==> src/tpw_consts.svh <==
`ifndef TPW_CONSTS_SVH
`define TPW_CONSTS_SVH

// ==========================================================================
// Register byte offsets on the register bus.
`define TPW_OFS_CONTROL 8'h00
`define TPW_OFS_COUNT 8'h04
`define TPW_OFS_COMPARE 8'h08
`define TPW_OFS_MASK 8'h0c
`define TPW_OFS_FLAGS 8'h10

// ==========================================================================
// Field positions in the control, mask and flag registers.
`define TPW_CTL_FORCE 7
`define TPW_CTL_WAVE_HI 6
`define TPW_CTL_OUT_HI 5
`define TPW_CTL_OUT_LO 4
`define TPW_CTL_WAVE_LO 3
`define TPW_CTL_CS_HI 2
`define TPW_CTL_CS_LO 0
`define TPW_MSK_COMPARE 7
`define TPW_MSK_OVERFLOW 6
`define TPW_FLG_COMPARE 7
`define TPW_FLG_OVERFLOW 6

// ==========================================================================
// Reset values and counter end points.
`define TPW_RST_BYTE 8'h00
`define TPW_TOP_MAX 8'hff
`define TPW_BOTTOM 8'h00
`define TPW_ONE 8'h01

// ==========================================================================
// Prescaler tap masks: a tap fires when all its low bits are ones.
`define TPW_DIV8_MASK 10'h007
`define TPW_DIV64_MASK 10'h03f
`define TPW_DIV256_MASK 10'h0ff
`define TPW_DIV1024_MASK 10'h3ff

// ==========================================================================
// Bus response codes.
`define TPW_RESP_OKAY 2'b00
`define TPW_RESP_SLVERR 2'b10

`endif

==> src/tpw_pkg.sv <==
package tpw_pkg;

  // ========================================================================
  // Common data types.
  typedef logic [7:0] tpw_byte_t;
  typedef logic [31:0] tpw_word_t;
  typedef logic [7:0] tpw_addr_t;

  // Counting sequence, in the order of the two-bit wave mode field.
  typedef enum logic [1:0] {
    TPW_WAVE_NORMAL,
    TPW_WAVE_PHASE,
    TPW_WAVE_CTC,
    TPW_WAVE_FAST
  } tpw_wave_e;

  // Output mode field values.
  typedef enum logic [1:0] {
    TPW_OUT_OFF,
    TPW_OUT_TOGGLE,
    TPW_OUT_CLEAR,
    TPW_OUT_SET
  } tpw_outmode_e;

  // Clock select field values.
  typedef enum logic [2:0] {
    TPW_CS_STOP,
    TPW_CS_DIV1,
    TPW_CS_DIV8,
    TPW_CS_DIV64,
    TPW_CS_DIV256,
    TPW_CS_DIV1024,
    TPW_CS_EXT_FALL,
    TPW_CS_EXT_RISE
  } tpw_clksel_e;

endpackage : tpw_pkg

==> src/tpw_timer.sv <==
// The AXI4-Lite slave port and the register offsets are this design's own decisions.
`timescale 1ns/1ns
`include "tpw_consts.svh"

module tpw_timer #(
  parameter int PRESCALE_BITS = 10
) (
  input wire logic aclk,
  input wire logic aresetn,
  input wire tpw_pkg::tpw_addr_t awaddr,
  input wire logic [2:0] awprot,
  input wire logic awvalid,
  output logic awready,
  input wire tpw_pkg::tpw_word_t wdata,
  input wire logic [3:0] wstrb,
  input wire logic wvalid,
  output logic wready,
  output logic [1:0] bresp,
  output logic bvalid,
  input wire logic bready,
  input wire tpw_pkg::tpw_addr_t araddr,
  input wire logic [2:0] arprot,
  input wire logic arvalid,
  output logic arready,
  output tpw_pkg::tpw_word_t rdata,
  output logic [1:0] rresp,
  output logic rvalid,
  input wire logic rready,
  input wire logic external_count_pin,
  input wire logic port_out_value,
  input wire logic port_dir,
  input wire logic global_irq_enable,
  input wire logic compare_irq_ack,
  input wire logic overflow_irq_ack,
  output logic wave_pin_out,
  output logic wave_pin_oe,
  output logic compare_irq_req,
  output logic overflow_irq_req
);
  import tpw_pkg::*;

  // ========================================================================
  // Registers and decoded fields.
  tpw_byte_t timer_control; // Bit 7 is never stored.
  tpw_byte_t timer_count_value; // The counter itself.
  tpw_byte_t compare_value; // Value software wrote.
  tpw_byte_t compare_active; // Buffered copy the comparator uses.
  tpw_byte_t timer_interrupt_mask; // Enables in bits 7 and 6.
  logic compare_match_flag; // Sticky compare event.
  logic overflow_flag; // Sticky overflow event.
  logic count_down; // Phase-correct slope direction.
  logic match_blocked; // Set by a counter write until next tick.
  logic wave_state; // Waveform generator output.
  tpw_wave_e wave_mode_field; // Counting sequence.
  tpw_outmode_e output_mode_field; // Output action.
  tpw_clksel_e clock_select_field; // Timer clock source.
  logic timer_count_enable; // One-cycle count enable.

  assign wave_mode_field = tpw_wave_e'({timer_control[`TPW_CTL_WAVE_HI],
                                        timer_control[`TPW_CTL_WAVE_LO]});
  assign output_mode_field = tpw_outmode_e'(
    timer_control[`TPW_CTL_OUT_HI:`TPW_CTL_OUT_LO]);
  assign clock_select_field = tpw_clksel_e'(
    timer_control[`TPW_CTL_CS_HI:`TPW_CTL_CS_LO]);

  // ========================================================================
  // Timer clock source; a count enable, never a clock of its own.
  tpw_prescaler #(.WIDTH(PRESCALE_BITS)) u_prescaler (
    .aclk(aclk),
    .aresetn(aresetn),
    .clock_select(clock_select_field),
    .external_count_pin(external_count_pin),
    .timer_count_enable(timer_count_enable)
  );

  // ========================================================================
  // Register bus write side. Address and data are held until both are in.
  logic aw_held; // Write address captured.
  logic w_held; // Write data captured.
  tpw_addr_t wr_addr; // Captured write address.
  tpw_byte_t wr_byte; // Captured low byte of write data.
  logic wr_lane0; // Low byte lane enabled.
  logic wr_go; // Both halves present: perform the write.

  assign awready = !aw_held && !bvalid;
  assign wready = !w_held && !bvalid;
  assign wr_go = aw_held && w_held && !bvalid;

  // Capture each half as it is taken, in either order.
  always_ff @(posedge aclk) begin
    if (!aresetn) begin
      aw_held <= 1'b0;
      w_held <= 1'b0;
      wr_addr <= '0;
      wr_byte <= '0;
      wr_lane0 <= 1'b0;
    end else begin
      if (awvalid && awready) begin
        aw_held <= 1'b1;
        wr_addr <= awaddr;
      end else if (wr_go) begin
        aw_held <= 1'b0;
      end
      if (wvalid && wready) begin
        w_held <= 1'b1;
        wr_byte <= wdata[7:0];
        wr_lane0 <= wstrb[0];
      end else if (wr_go) begin
        w_held <= 1'b0;
      end
    end
  end

  // Which register this write touches; unmapped addresses answer SLVERR.
  logic wr_ctl, wr_cnt, wr_cmp, wr_msk, wr_flg, wr_mapped;
  assign wr_ctl = wr_go && wr_lane0 && wr_addr == `TPW_OFS_CONTROL;
  assign wr_cnt = wr_go && wr_lane0 && wr_addr == `TPW_OFS_COUNT;
  assign wr_cmp = wr_go && wr_lane0 && wr_addr == `TPW_OFS_COMPARE;
  assign wr_msk = wr_go && wr_lane0 && wr_addr == `TPW_OFS_MASK;
  assign wr_flg = wr_go && wr_lane0 && wr_addr == `TPW_OFS_FLAGS;
  assign wr_mapped = wr_addr == `TPW_OFS_CONTROL ||
    wr_addr == `TPW_OFS_COUNT || wr_addr == `TPW_OFS_COMPARE ||
    wr_addr == `TPW_OFS_MASK || wr_addr == `TPW_OFS_FLAGS;

  // Write response; stands until the master takes it.
  always_ff @(posedge aclk) begin
    if (!aresetn) begin
      bvalid <= 1'b0;
      bresp <= `TPW_RESP_OKAY;
    end else if (wr_go) begin
      bvalid <= 1'b1;
      bresp <= wr_mapped ? `TPW_RESP_OKAY : `TPW_RESP_SLVERR;
    end else if (bready) begin
      bvalid <= 1'b0;
    end
  end

  // Software-owned registers. The force bit is a strobe and is not kept.
  always_ff @(posedge aclk) begin
    if (!aresetn) begin
      timer_control <= `TPW_RST_BYTE;
      compare_value <= `TPW_RST_BYTE;
      timer_interrupt_mask <= `TPW_RST_BYTE;
    end else begin
      if (wr_ctl) begin
        timer_control <= {1'b0, wr_byte[6:0]};
      end
      if (wr_cmp) begin
        compare_value <= wr_byte;
      end
      if (wr_msk) begin
        timer_interrupt_mask <= wr_byte;
      end
    end
  end

  // ========================================================================
  // Register bus read side; data stands until rready.
  tpw_word_t next_rdata; // Read data for the address offered.
  logic rd_mapped; // Offered read address is a register.

  always_comb begin
    next_rdata = '0;
    rd_mapped = 1'b1;
    case (araddr)
      `TPW_OFS_CONTROL: next_rdata[7:0] = timer_control;
      `TPW_OFS_COUNT: next_rdata[7:0] = timer_count_value;
      `TPW_OFS_COMPARE: next_rdata[7:0] = compare_value;
      `TPW_OFS_MASK: next_rdata[7:0] = timer_interrupt_mask;
      `TPW_OFS_FLAGS: begin
        next_rdata[`TPW_FLG_COMPARE] = compare_match_flag;
        next_rdata[`TPW_FLG_OVERFLOW] = overflow_flag;
      end
      default: rd_mapped = 1'b0;
    endcase
  end

  assign arready = !rvalid;

  // Read answer one edge after the address is taken.
  always_ff @(posedge aclk) begin
    if (!aresetn) begin
      rvalid <= 1'b0;
      rdata <= '0;
      rresp <= `TPW_RESP_OKAY;
    end else if (arvalid && arready) begin
      rvalid <= 1'b1;
      rdata <= next_rdata;
      rresp <= rd_mapped ? `TPW_RESP_OKAY : `TPW_RESP_SLVERR;
    end else if (rready) begin
      rvalid <= 1'b0;
    end
  end

  // ========================================================================
  // Compare and overflow events.
  logic is_pwm; // Either PWM mode is selected.
  logic at_max; // Counter sits at 0xff.
  logic match_now; // Real compare match on this tick.
  logic overflow_now; // Overflow event on this tick.
  logic top_ignore; // Compare at TOP with upper output bit set.
  logic force_now; // Force strobe written in a non-PWM mode.

  assign is_pwm = timer_control[`TPW_CTL_WAVE_LO];
  assign at_max = timer_count_value == `TPW_TOP_MAX;
  assign match_now = timer_count_enable && !match_blocked &&
    timer_count_value == compare_active;
  assign overflow_now = timer_count_enable &&
    ((wave_mode_field == TPW_WAVE_PHASE) ?
     (count_down && timer_count_value == `TPW_BOTTOM) : at_max);
  assign top_ignore = compare_active == `TPW_TOP_MAX &&
    timer_control[`TPW_CTL_OUT_HI];
  // In a PWM-mode write the force bit is simply ignored.
  assign force_now = wr_ctl && wr_byte[`TPW_CTL_FORCE] &&
    !wr_byte[`TPW_CTL_WAVE_LO];

  // ========================================================================
  // Counter, slope direction and match blocking.
  always_ff @(posedge aclk) begin
    if (!aresetn) begin
      timer_count_value <= `TPW_RST_BYTE;
      count_down <= 1'b0;
      match_blocked <= 1'b0;
    end else if (wr_cnt) begin
      timer_count_value <= wr_byte;
      match_blocked <= 1'b1;
    end else begin
      if (timer_count_enable) begin
        match_blocked <= 1'b0;
      end
      if (wave_mode_field != TPW_WAVE_PHASE) begin
        count_down <= 1'b0;
      end
      if (timer_count_enable) begin
        case (wave_mode_field)
          TPW_WAVE_CTC: begin
            // Only a real match clears; a forced one does not.
            timer_count_value <= match_now ? `TPW_BOTTOM :
              timer_count_value + `TPW_ONE;
          end
          TPW_WAVE_PHASE: begin
            // Turn round at both ends so each end lasts one tick.
            if (!count_down && at_max) begin
              count_down <= 1'b1;
              timer_count_value <= timer_count_value - `TPW_ONE;
            end else if (count_down &&
                         timer_count_value == `TPW_BOTTOM) begin
              count_down <= 1'b0;
              timer_count_value <= timer_count_value + `TPW_ONE;
            end else if (count_down) begin
              timer_count_value <= timer_count_value - `TPW_ONE;
            end else begin
              timer_count_value <= timer_count_value + `TPW_ONE;
            end
          end
          default: timer_count_value <= timer_count_value + `TPW_ONE;
        endcase
      end
    end
  end

  // Compare buffer: immediate, or reloaded at TOP in either PWM mode.
  always_ff @(posedge aclk) begin
    if (!aresetn) begin
      compare_active <= `TPW_RST_BYTE;
    end else if (!is_pwm || (timer_count_enable && at_max &&
                 (wave_mode_field == TPW_WAVE_FAST || !count_down))) begin
      compare_active <= compare_value;
    end
  end

  // ========================================================================
  // Waveform generator.
  logic next_wave; // Output after this cycle's events.

  always_comb begin
    next_wave = wave_state;
    case (wave_mode_field)
      TPW_WAVE_FAST: begin
        if (timer_count_enable && at_max) begin
          // BOTTOM action still happens when the match is ignored.
          if (output_mode_field == TPW_OUT_CLEAR) next_wave = 1'b1;
          if (output_mode_field == TPW_OUT_SET) next_wave = 1'b0;
        end else if (match_now && !top_ignore) begin
          if (output_mode_field == TPW_OUT_CLEAR) next_wave = 1'b0;
          if (output_mode_field == TPW_OUT_SET) next_wave = 1'b1;
        end
      end
      TPW_WAVE_PHASE: begin
        if (top_ignore) begin
          // Compare at TOP: the level is taken at TOP, not on a match.
          if (timer_count_enable && at_max && !count_down) begin
            next_wave = (output_mode_field == TPW_OUT_CLEAR);
          end
        end else if (match_now) begin
          if (output_mode_field == TPW_OUT_CLEAR) begin
            next_wave = count_down;
          end else if (output_mode_field == TPW_OUT_SET) begin
            next_wave = !count_down;
          end
        end
      end
      default: begin
        if (match_now || force_now) begin
          case (force_now ? tpw_outmode_e'(wr_byte[5:4]) :
                output_mode_field)
            TPW_OUT_TOGGLE: next_wave = !wave_state;
            TPW_OUT_CLEAR: next_wave = 1'b0;
            TPW_OUT_SET: next_wave = 1'b1;
            default: next_wave = wave_state;
          endcase
        end
      end
    endcase
  end

  // Waveform state and pin drive; the pin follows one edge later.
  always_ff @(posedge aclk) begin
    if (!aresetn) begin
      wave_state <= 1'b0;
      wave_pin_out <= 1'b0;
      wave_pin_oe <= 1'b0;
    end else begin
      wave_state <= next_wave;
      wave_pin_out <= (output_mode_field != TPW_OUT_OFF) ?
        wave_state : port_out_value;
      wave_pin_oe <= port_dir;
    end
  end

  // ========================================================================
  // Flags: the hardware set wins over an acknowledge or a write of one.
  always_ff @(posedge aclk) begin
    if (!aresetn) begin
      compare_match_flag <= 1'b0;
      overflow_flag <= 1'b0;
    end else begin
      if (match_now) begin
        compare_match_flag <= 1'b1;
      end else if (compare_irq_ack ||
                   (wr_flg && wr_byte[`TPW_FLG_COMPARE])) begin
        compare_match_flag <= 1'b0;
      end
      if (overflow_now) begin
        overflow_flag <= 1'b1;
      end else if (overflow_irq_ack ||
                   (wr_flg && wr_byte[`TPW_FLG_OVERFLOW])) begin
        overflow_flag <= 1'b0;
      end
    end
  end

  assign compare_irq_req = compare_match_flag && global_irq_enable &&
    timer_interrupt_mask[`TPW_MSK_COMPARE];
  assign overflow_irq_req = overflow_flag && global_irq_enable &&
    timer_interrupt_mask[`TPW_MSK_OVERFLOW];
endmodule : tpw_timer

==> src/tpw_prescaler.sv <==
`timescale 1ns/1ns
`include "tpw_consts.svh"

module tpw_prescaler #(
  parameter int WIDTH = 10
) (
  input wire logic aclk,
  input wire logic aresetn,
  input wire tpw_pkg::tpw_clksel_e clock_select,
  input wire logic external_count_pin,
  output logic timer_count_enable
);
  import tpw_pkg::*;

  // Free running divider; all taps share it so no tap restarts on select.
  logic [WIDTH-1:0] pre_count;
  // Last sampled level of the external pin, for edge detection.
  logic ext_prev;

  // ========================================================================
  // Divider and pin history.
  always_ff @(posedge aclk) begin
    if (!aresetn) begin
      pre_count <= '0;
      ext_prev <= 1'b0;
    end else begin
      pre_count <= pre_count + WIDTH'(1);
      ext_prev <= external_count_pin;
    end
  end

  // The pin is read even when the port drives it, so software can count.
  always_comb begin
    case (clock_select)
      TPW_CS_STOP: timer_count_enable = 1'b0;
      TPW_CS_DIV1: timer_count_enable = 1'b1;
      TPW_CS_DIV8: timer_count_enable =
        (pre_count & WIDTH'(`TPW_DIV8_MASK)) == WIDTH'(`TPW_DIV8_MASK);
      TPW_CS_DIV64: timer_count_enable =
        (pre_count & WIDTH'(`TPW_DIV64_MASK)) == WIDTH'(`TPW_DIV64_MASK);
      TPW_CS_DIV256: timer_count_enable =
        (pre_count & WIDTH'(`TPW_DIV256_MASK)) == WIDTH'(`TPW_DIV256_MASK);
      TPW_CS_DIV1024: timer_count_enable =
        (pre_count & WIDTH'(`TPW_DIV1024_MASK)) == WIDTH'(`TPW_DIV1024_MASK);
      TPW_CS_EXT_FALL: timer_count_enable = ext_prev && !external_count_pin;
      TPW_CS_EXT_RISE: timer_count_enable = !ext_prev && external_count_pin;
      default: timer_count_enable = 1'b0;
    endcase
  end

endmodule : tpw_prescaler

==> config.mk <==
export PLATFORM = sky130hd
export DESIGN_NAME = tpw_timer
export DESIGN_NICKNAME = d
export VERILOG_FILES = /design/src/tpw_pkg.sv /design/src/tpw_timer.sv /design/src/tpw_prescaler.sv
export VERILOG_INCLUDE_DIRS = /design/src
export SDC_FILE = /design/constraint.sdc
export NUM_CORES = 1
export LEC_CHECK = 0
export BUFFER_PORTS_ARGS = -buffer_cell sky130_fd_sc_hd__buf_2
export CELL_PAD_IN_SITES_DETAIL_PLACEMENT = 1
export CELL_PAD_IN_SITES_GLOBAL_PLACEMENT = 1
export CORE_MARGIN = 2
export CORE_UTILIZATION = 36
export CTS_CLUSTER_DIAMETER = 60
export DETAILED_ROUTE_END_ITERATION = 8
export GPL_TIMING_DRIVEN = 0
export PLACE_DENSITY_LB_ADDON = 0.1
export SLEW_MARGIN = 10
export SYNTH_ARGS = -nofsm -noshare
export SYNTH_HDL_FRONTEND = slang
export SYNTH_SLANG_ARGS = --single-unit
==> constraint.sdc <==
create_clock -name aclk -period 1.9 [get_ports aclk]
set_input_delay 0.285 -clock aclk [delete_from_list [all_inputs] [get_ports aclk]]
set_output_delay 0.285 -clock aclk [all_outputs]
set_load 0.05 [all_outputs]
==> results of run 1 <==
==> kinds of logic (layout without fill, tap and decap cells) <==
logic type / count (synthesis) / in the layout / synth area share [%]
and+or+nand+nor: 236 / 236 / 25.6
AOI/OAI and AO/OA: 115 / 115 / 16.9
DFF: 88 / 88 / 36.1
buffers and inverters: 70 / 189 / 7.44
muxes: 33 / 33 / 8.57
xor gates and xnor gates: 18 / 18 / 3.23
adders and majority gates: 8 / 8 / 2.05
other: 1 / 26 / 0.0769
==> stage by stage <==
step,utilization [%],area [um^2],instances
floorplan,-,5030,594
global placement,41.7,5530,825
detailed placement,41.7,5530,825
CTS,48.5,6420,877
global route,49.8,6590,889
finish,49.8,6590,889
==> worst paths after layout <==
kind / from / endpoint / slack [ps] / cells past startpoint
setup reg to reg: wr_byte[3] / wave_state / -250 / 7
hold / removal: port_dir / wave_pin_oe / 140 / 2
setup / recovery: wr_byte[3] / wave_state / -250 / 7
hold reg to reg: rdata[5] / rdata[5] / 460 / 2
==> layer usage <==
metal / global-route usage, % / routed length, um / up-vias
met1: 28.2 / 7140 / 2313
met2: 40.2 / 8220 / 102
met5: 0 / 0 / -
li1: - / - / 2246
met4: 11.0 / 517 / 0
met3: 4.15 / 572 / 32
==> placed cells by master (no fill, tap or decap), types with 8 or more instances in the layout <==
cell type  instances
dfxtp_1           72
nand2_1           70
buf_4             68
buf_2             56
a21boi_0          38
nor2b_1           32
nand3_1           28
mux2i_1           26
conb_1            26
nor2_1            21
clkbuf_1          19
o21ai_0           15
and2_1            12
nand4_1           11
a21oi_1           11
inv_1             10
buf_6             10
dfxtp_2           10
xnor2_1            9
clkbuf_16          9
nor3_1             8
==> what timing repair did <==
action / CTS / global route
gates resized for setup: 71 / 31
endpoints found under the setup margin: 43 / 27
setup buffers: 37 / 13
gates cloned: 1 / 0
pin swaps: 27 / 21
==> worst max-delay path, cell delays in order, from the launching register on <==
cell and delay [ps]:
dfxtp_2 370, or3b_4 390, or4_4 580, mux2i_1 180
nand2_1 100, a32oi_1 190, and3_1 190, a21oi_2 50
==> flip-flops by register name, indices dropped and copies added, names as in the netlist, 7 cells and up <==
| register | count |
|---|---|
| u_prescaler.pre_count | 10 |
| compare_active | 8 |
| compare_value | 8 |
| rdata | 8 |
| timer_count_value | 8 |
| timer_interrupt_mask | 8 |
| wr_addr | 8 |
| wr_byte | 8 |
| timer_control | 7 |
==> layout make-up <==
type,instances,area share (%)
clock inverter,7,1.20
tap,176,3.34
inverter,11,0.626
sequential,88,27.2
multi-input combinational,436,47.9
timing repair buffer,106,10.6
buffer,56,5.67
clock buffer,9,3.42
==> power breakdown <==
group | switching [mW] | leakage, nW | internal (mW)
sequential | 0.0577 | 0.723 | 1.88
clock | 0.846 | 0.144 | 1.03
combinational | 0.351 | 1.86 | 0.186
total | 1.25 | 2.72 | 3.10
==> summary.txt, run 1 <==
Top-count cell post-synth: dfxtp_1
Area Overhead vs Synth: 35.2%
Initial core utilization: 36.8%
Final #Nets: 787
Die H: 120 um
Footprint of the multi-input gates: 0.00316 mm^2
Final Hold Viols: 0
Post-synth top flop: dfxtp_1
Crit Path Max Fanout: 7
CP Class: reg2reg
Avg Cell Area, Syn: 8.57 um^2
Leak pwr: 2.72 nW
Sink Count: 88
Hold Buf Count CTS: 0
Max VDD drop: 0.465 mV
Setup-failing EPs final: 18
Via count: 4693
Biggest area consumer among synthesized cells: dfxtp_1
Synth top cells by count: 88 x dfxtp_1, 70 x nand2_1, 40 x a21boi_0
Crit path time final: 2150 ps
Post-DR wirelength/cell: 18.5 um
Flip-flop and latch area: 0.00180 mm^2
Ys Warns: 0
Num CTS Buffers: 9
Ys async rst share: 0%
Port Buffers: 55
Synthesized area: 0.00488 mm^2
Drc violations: 0
Antenna violations before repair: 0
Power per cell area: 661 mW/mm^2
Worst clock skew: 10.0 ps
Maximum capacitance violations: 0
HP Class: in2reg
Clock transition at the registers of the reported paths: 70 ps
RSZ-0062 raised after global routing: true
GPL Wtd Cong: 0.862
Max-slew headroom: 52.7%
Total wire length: 16.5 mm
Vias in the first global route: 4843
Hold slack: 142 ps
Skew-Pair Late Insertion Delay: 360 ps
Grt ovf: 0
Final Power: 4.36 mW
# IOs: 116
Post-route setup TNS: -1620 ps
Worst setup SP type: flop
Top post-synthesis cells by area: dfxtp_1 36%, a21boi_0 6.2%, nand2_1 5.4%
Detail Route Antenna Nets: 0
Dpl ws: -858 ps
Floorplan Core Area: 0.0132 mm^2
First-pass GRT wire length: 26.0 mm
DPL Wire Length: 11.5 mm
Data arrival time of the critical path: 2410 ps
Actual slew at the worst max-slew pin: 710 ps
Root Buffer: clkbuf_16
Width of the die: 120 um
Failing checks: setup timing
Number of synthesized flops with an enable pin: 0
H-Tree Level Count: 3
Clock Path Buffers: 2
Fraction of layout cells with a size suffix above 1: 31.7%
Final period util: 113%
DRT Pass-1 Iters: 4
Drt first-iter violations: 208
#FFs+latches synth: 88
GRT Util Overall: 23.4%
Mapped Cells: 569
Max Slew Vio Count: 0
# diodes: 0
Vias/cell: 5.28
Largest net degree at the start of global routing: 17
Top cell type's share of synthesized area: 36.1%
Achievable Freq: 465 MHz
Distinct cells, synth: 62
Register area share after synthesis: 36.1%
Setup slack after layout: -252 ps
CP Data Required Time: 2150 ps
Rows: 42
TritonCTS clock tree: done
Area of the die: 0.0145 mm^2
Status: finished with violations
Fillcell total: 1591
Critical Path End Type: flop
No activity file was read; power rests on OpenSTA's default activity.
==> run 2, diff against run 1 <==
--- a/config.mk
+++ b/config.mk
@@ -10,7 +10,7 @@
 export CELL_PAD_IN_SITES_DETAIL_PLACEMENT = 1
 export CELL_PAD_IN_SITES_GLOBAL_PLACEMENT = 1
 export CORE_MARGIN = 2
-export CORE_UTILIZATION = 36
+export CORE_UTILIZATION = 40
 export CTS_CLUSTER_DIAMETER = 60
 export DETAILED_ROUTE_END_ITERATION = 8
 export GPL_TIMING_DRIVEN = 0
==> constraint.sdc (replaced) <==
create_clock -name aclk -period 2.4 [get_ports aclk]
set_input_delay 0.36 -clock aclk [delete_from_list [all_inputs] [get_ports aclk]]
set_output_delay 0.36 -clock aclk [all_outputs]
set_load 0.05 [all_outputs]
==> summary.txt, run 2 (same netlist as run 1, synthesis figures left out) <==
Floorplan Core Area: 0.0120 mm^2 (-9.7%)
Die H: 114 um (-5.0%)
Max VDD drop: 0.383 mV (-18%)
Family with the most delay on the worst path: compound AO/OA/AOI/OAI gates
Actual slew at the worst max-slew pin: 720 ps (+10.6 ps)
Worst setup SP type: flop
Total wire length: 14.5 mm (-12%)
Critical path's most frequent cell: and3_1
Worst clock skew: 8.25 ps (-1.79 ps)
HP Class: in2reg
Fraction of layout cells with a size suffix above 1: 20.8% (-11 points)
Num CTS Buffers: 9 (unchanged)
Net Sw Frac: 27.4% (-1.4 points)
Cell-internal power: 2.46 mW (-21%)
DRT Pass-1 Iters: 4 (unchanged)
DPL Wire Length: 10.9 mm (-4.9%)
Rows: 40 (-4.8%)
Max-slew headroom: 52.0% (-0.71 points)
CP Buf/Inv Count: 1 (+1)
Commonest cells after routing, fill and taps aside: 82 x dfxtp_1, 70 x nand2_1, 56 x buf_2
Power per cell area: 580 mW/mm^2 (-12%)
Area Overhead vs Synth: 20.0%
Post-DR wirelength/cell: 17.9 um (-3.4%)
Fillcell total: 1468 (-7.7%)
Flip-flop and latch area: 0.00177 mm^2 (-1.4%)
CP Class: reg2reg
Grt ovf: 0 (unchanged)
Sink Count: 88 (unchanged)
First-pass GRT wire length: 22.8 mm (-12%)
Crit path time final: 2290 ps (+138 ps)
Root Buffer: clkbuf_16
# IOs: 116 (unchanged)
Final period util: 95.4% (-18 points)
Max Slew Vio Count: 0 (unchanged)
Area of the die: 0.0131 mm^2 (-9.7%)
Drt first-iter violations: 263 (+26%)
Most common cell after layout, fill and taps aside: dfxtp_1
Antenna violations before repair: 0 (unchanged)
Clock transition at the registers of the reported paths: 70 ps (about the same)
Via count: 4414 (-5.9%)
Skew-Pair Late Insertion Delay: 350 ps (about the same)
Critical Path End Type: flop
CP Data Required Time: 2630 ps (+480 ps)
H-Tree Level Count: 3 (unchanged)
Seq pwr share: 45.3% (+0.8 points)
Largest Register: u_prescaler.pre_count
Dpl ws: -313 ps (+545 ps)
Achievable Freq: 437 MHz (-6.0%)
Drc violations: 0 (unchanged)
Clock Path Buffers: 2 (unchanged)
Setup slack after layout: 109 ps (+362 ps)
# diodes: 0 (unchanged)
Footprint of the multi-input gates: 0.00292 mm^2 (-7.6%)
Data arrival time of the critical path: 2520 ps (+110 ps)
Crit-path max cell delay: 440 ps (-140 ps)
Status: finished, final reports clean
Psw: 928 uW (-26%)
TritonCTS clock tree: done
GRT Util Overall: 22.9% (-0.45 points)
Maximum capacitance violations: 0 (unchanged)
Slowest cell on crit path: dfxtp_2
Setup-failing EPs final: 0 (-18)
Width of the die: 114 um (-5.0%)
Post-route setup TNS: 0 ps (+1620 ps)
Final #Nets: 739 (-6.1%)
Port Buffers: 55 (unchanged)
Vias in the first global route: 4373 (-9.7%)
Largest net degree at the start of global routing: 16 (-1)
GPL Wtd Cong: 0.888 (+3.0%)
Crit Path Max Fanout: 8 (+1)
Max reg flops: 10 (unchanged)
Critical-path cell list: ha_1 > and3_1 > and3_1 > o21ai_1 > a221oi_2 > buf_4 > o221ai_1 > o2111a_1
Vias/cell: 5.44 (+3.0%)
RSZ-0062 raised after global routing: true
Detail Route Antenna Nets: 0 (unchanged)
Final Hold Viols: 0 (unchanged)
Clk pwr share: 43.2% (about the same)
Leak pwr: 2.43 nW (-11%)
Combinational group share of total power: 11.5% (-0.8 points)
Initial core utilization: 40.8% (+3.9 points)
run 2: cell types whose count changed in the layout (fill, tap and decap cells not counted), sizes merged:
cell / previous run / this run
clkinv: 2 / 0
clkbuf: 34 / 37
buf: 137 / 88
run 2: worst paths after layout:
check | from | to | slack (ps) | depth (start not counted)
setup / recovery | timer_count_value[1] | timer_count_value[6] | 110 | 8
hold reg to reg | wr_addr[1] | wr_addr[1] | 460 | 2
setup reg to reg | timer_count_value[1] | timer_count_value[6] | 110 | 8
hold / removal | port_dir | wave_pin_oe | 210 | 2
run 2: power groups by stage:
stage	combinational, mW	clock, mW	sequential, mW
after global placement	0.381	0	1.57
after detailed placement	0.390	0	1.57
after global routing	0.425	1.56	1.54
final	0.391	1.46	1.54
after floorplan	0.278	0	1.57
after CTS	0.391	1.50	1.54
run 2: what timing repair did:
| item | in CTS | in global routing |
|---|---|---|
| buffers inserted | 3 | 2 |
| endpoints found under the setup margin | 17 | 25 |
| pin swaps | 2 | 3 |
| hold buffers | 0 | 0 |
| resized for setup | 6 | 18 |
run 2: layer usage:
metal / routed length (um) / share of wire (%) / vias to the layer above / GRT usage (%)
met5: 0 / 0 / - / 0
met4: 360 / 2.5 / 0 / 9.11
met3: 597 / 4.1 / 24 / 4.66
met2: 7210 / 50 / 101 / 39.6
met1: 6340 / 44 / 2137 / 27.9
li1: - / - / 2152 / -
run 2: final cells by class:
type	instances	area share (%)
inverter	11	0.706
sequential	88	30.3
tap	147	3.14
buffer	54	5.28
multi-input combinational	436	49.8
timing repair buffer	60	5.56
clock inverter	5	1.07
clock buffer	11	4.15
run 2: per-stage QoR:
stage / util [%] / instances / cell area (um^2) / hold slack (ps) / power [mW]
after CTS: 48.3 / 811 / 5770 / 202 / 3.43
after floorplan: - / 594 / 4970 / 420 / 1.85
after detailed placement: 45.4 / 796 / 5430 / 454 / 1.96
after global routing: 48.9 / 812 / 5850 / 221 / 3.53
after global placement: 45.4 / 796 / 5430 / 449 / 1.95
final: 48.9 / 812 / 5850 / 213 / 3.39
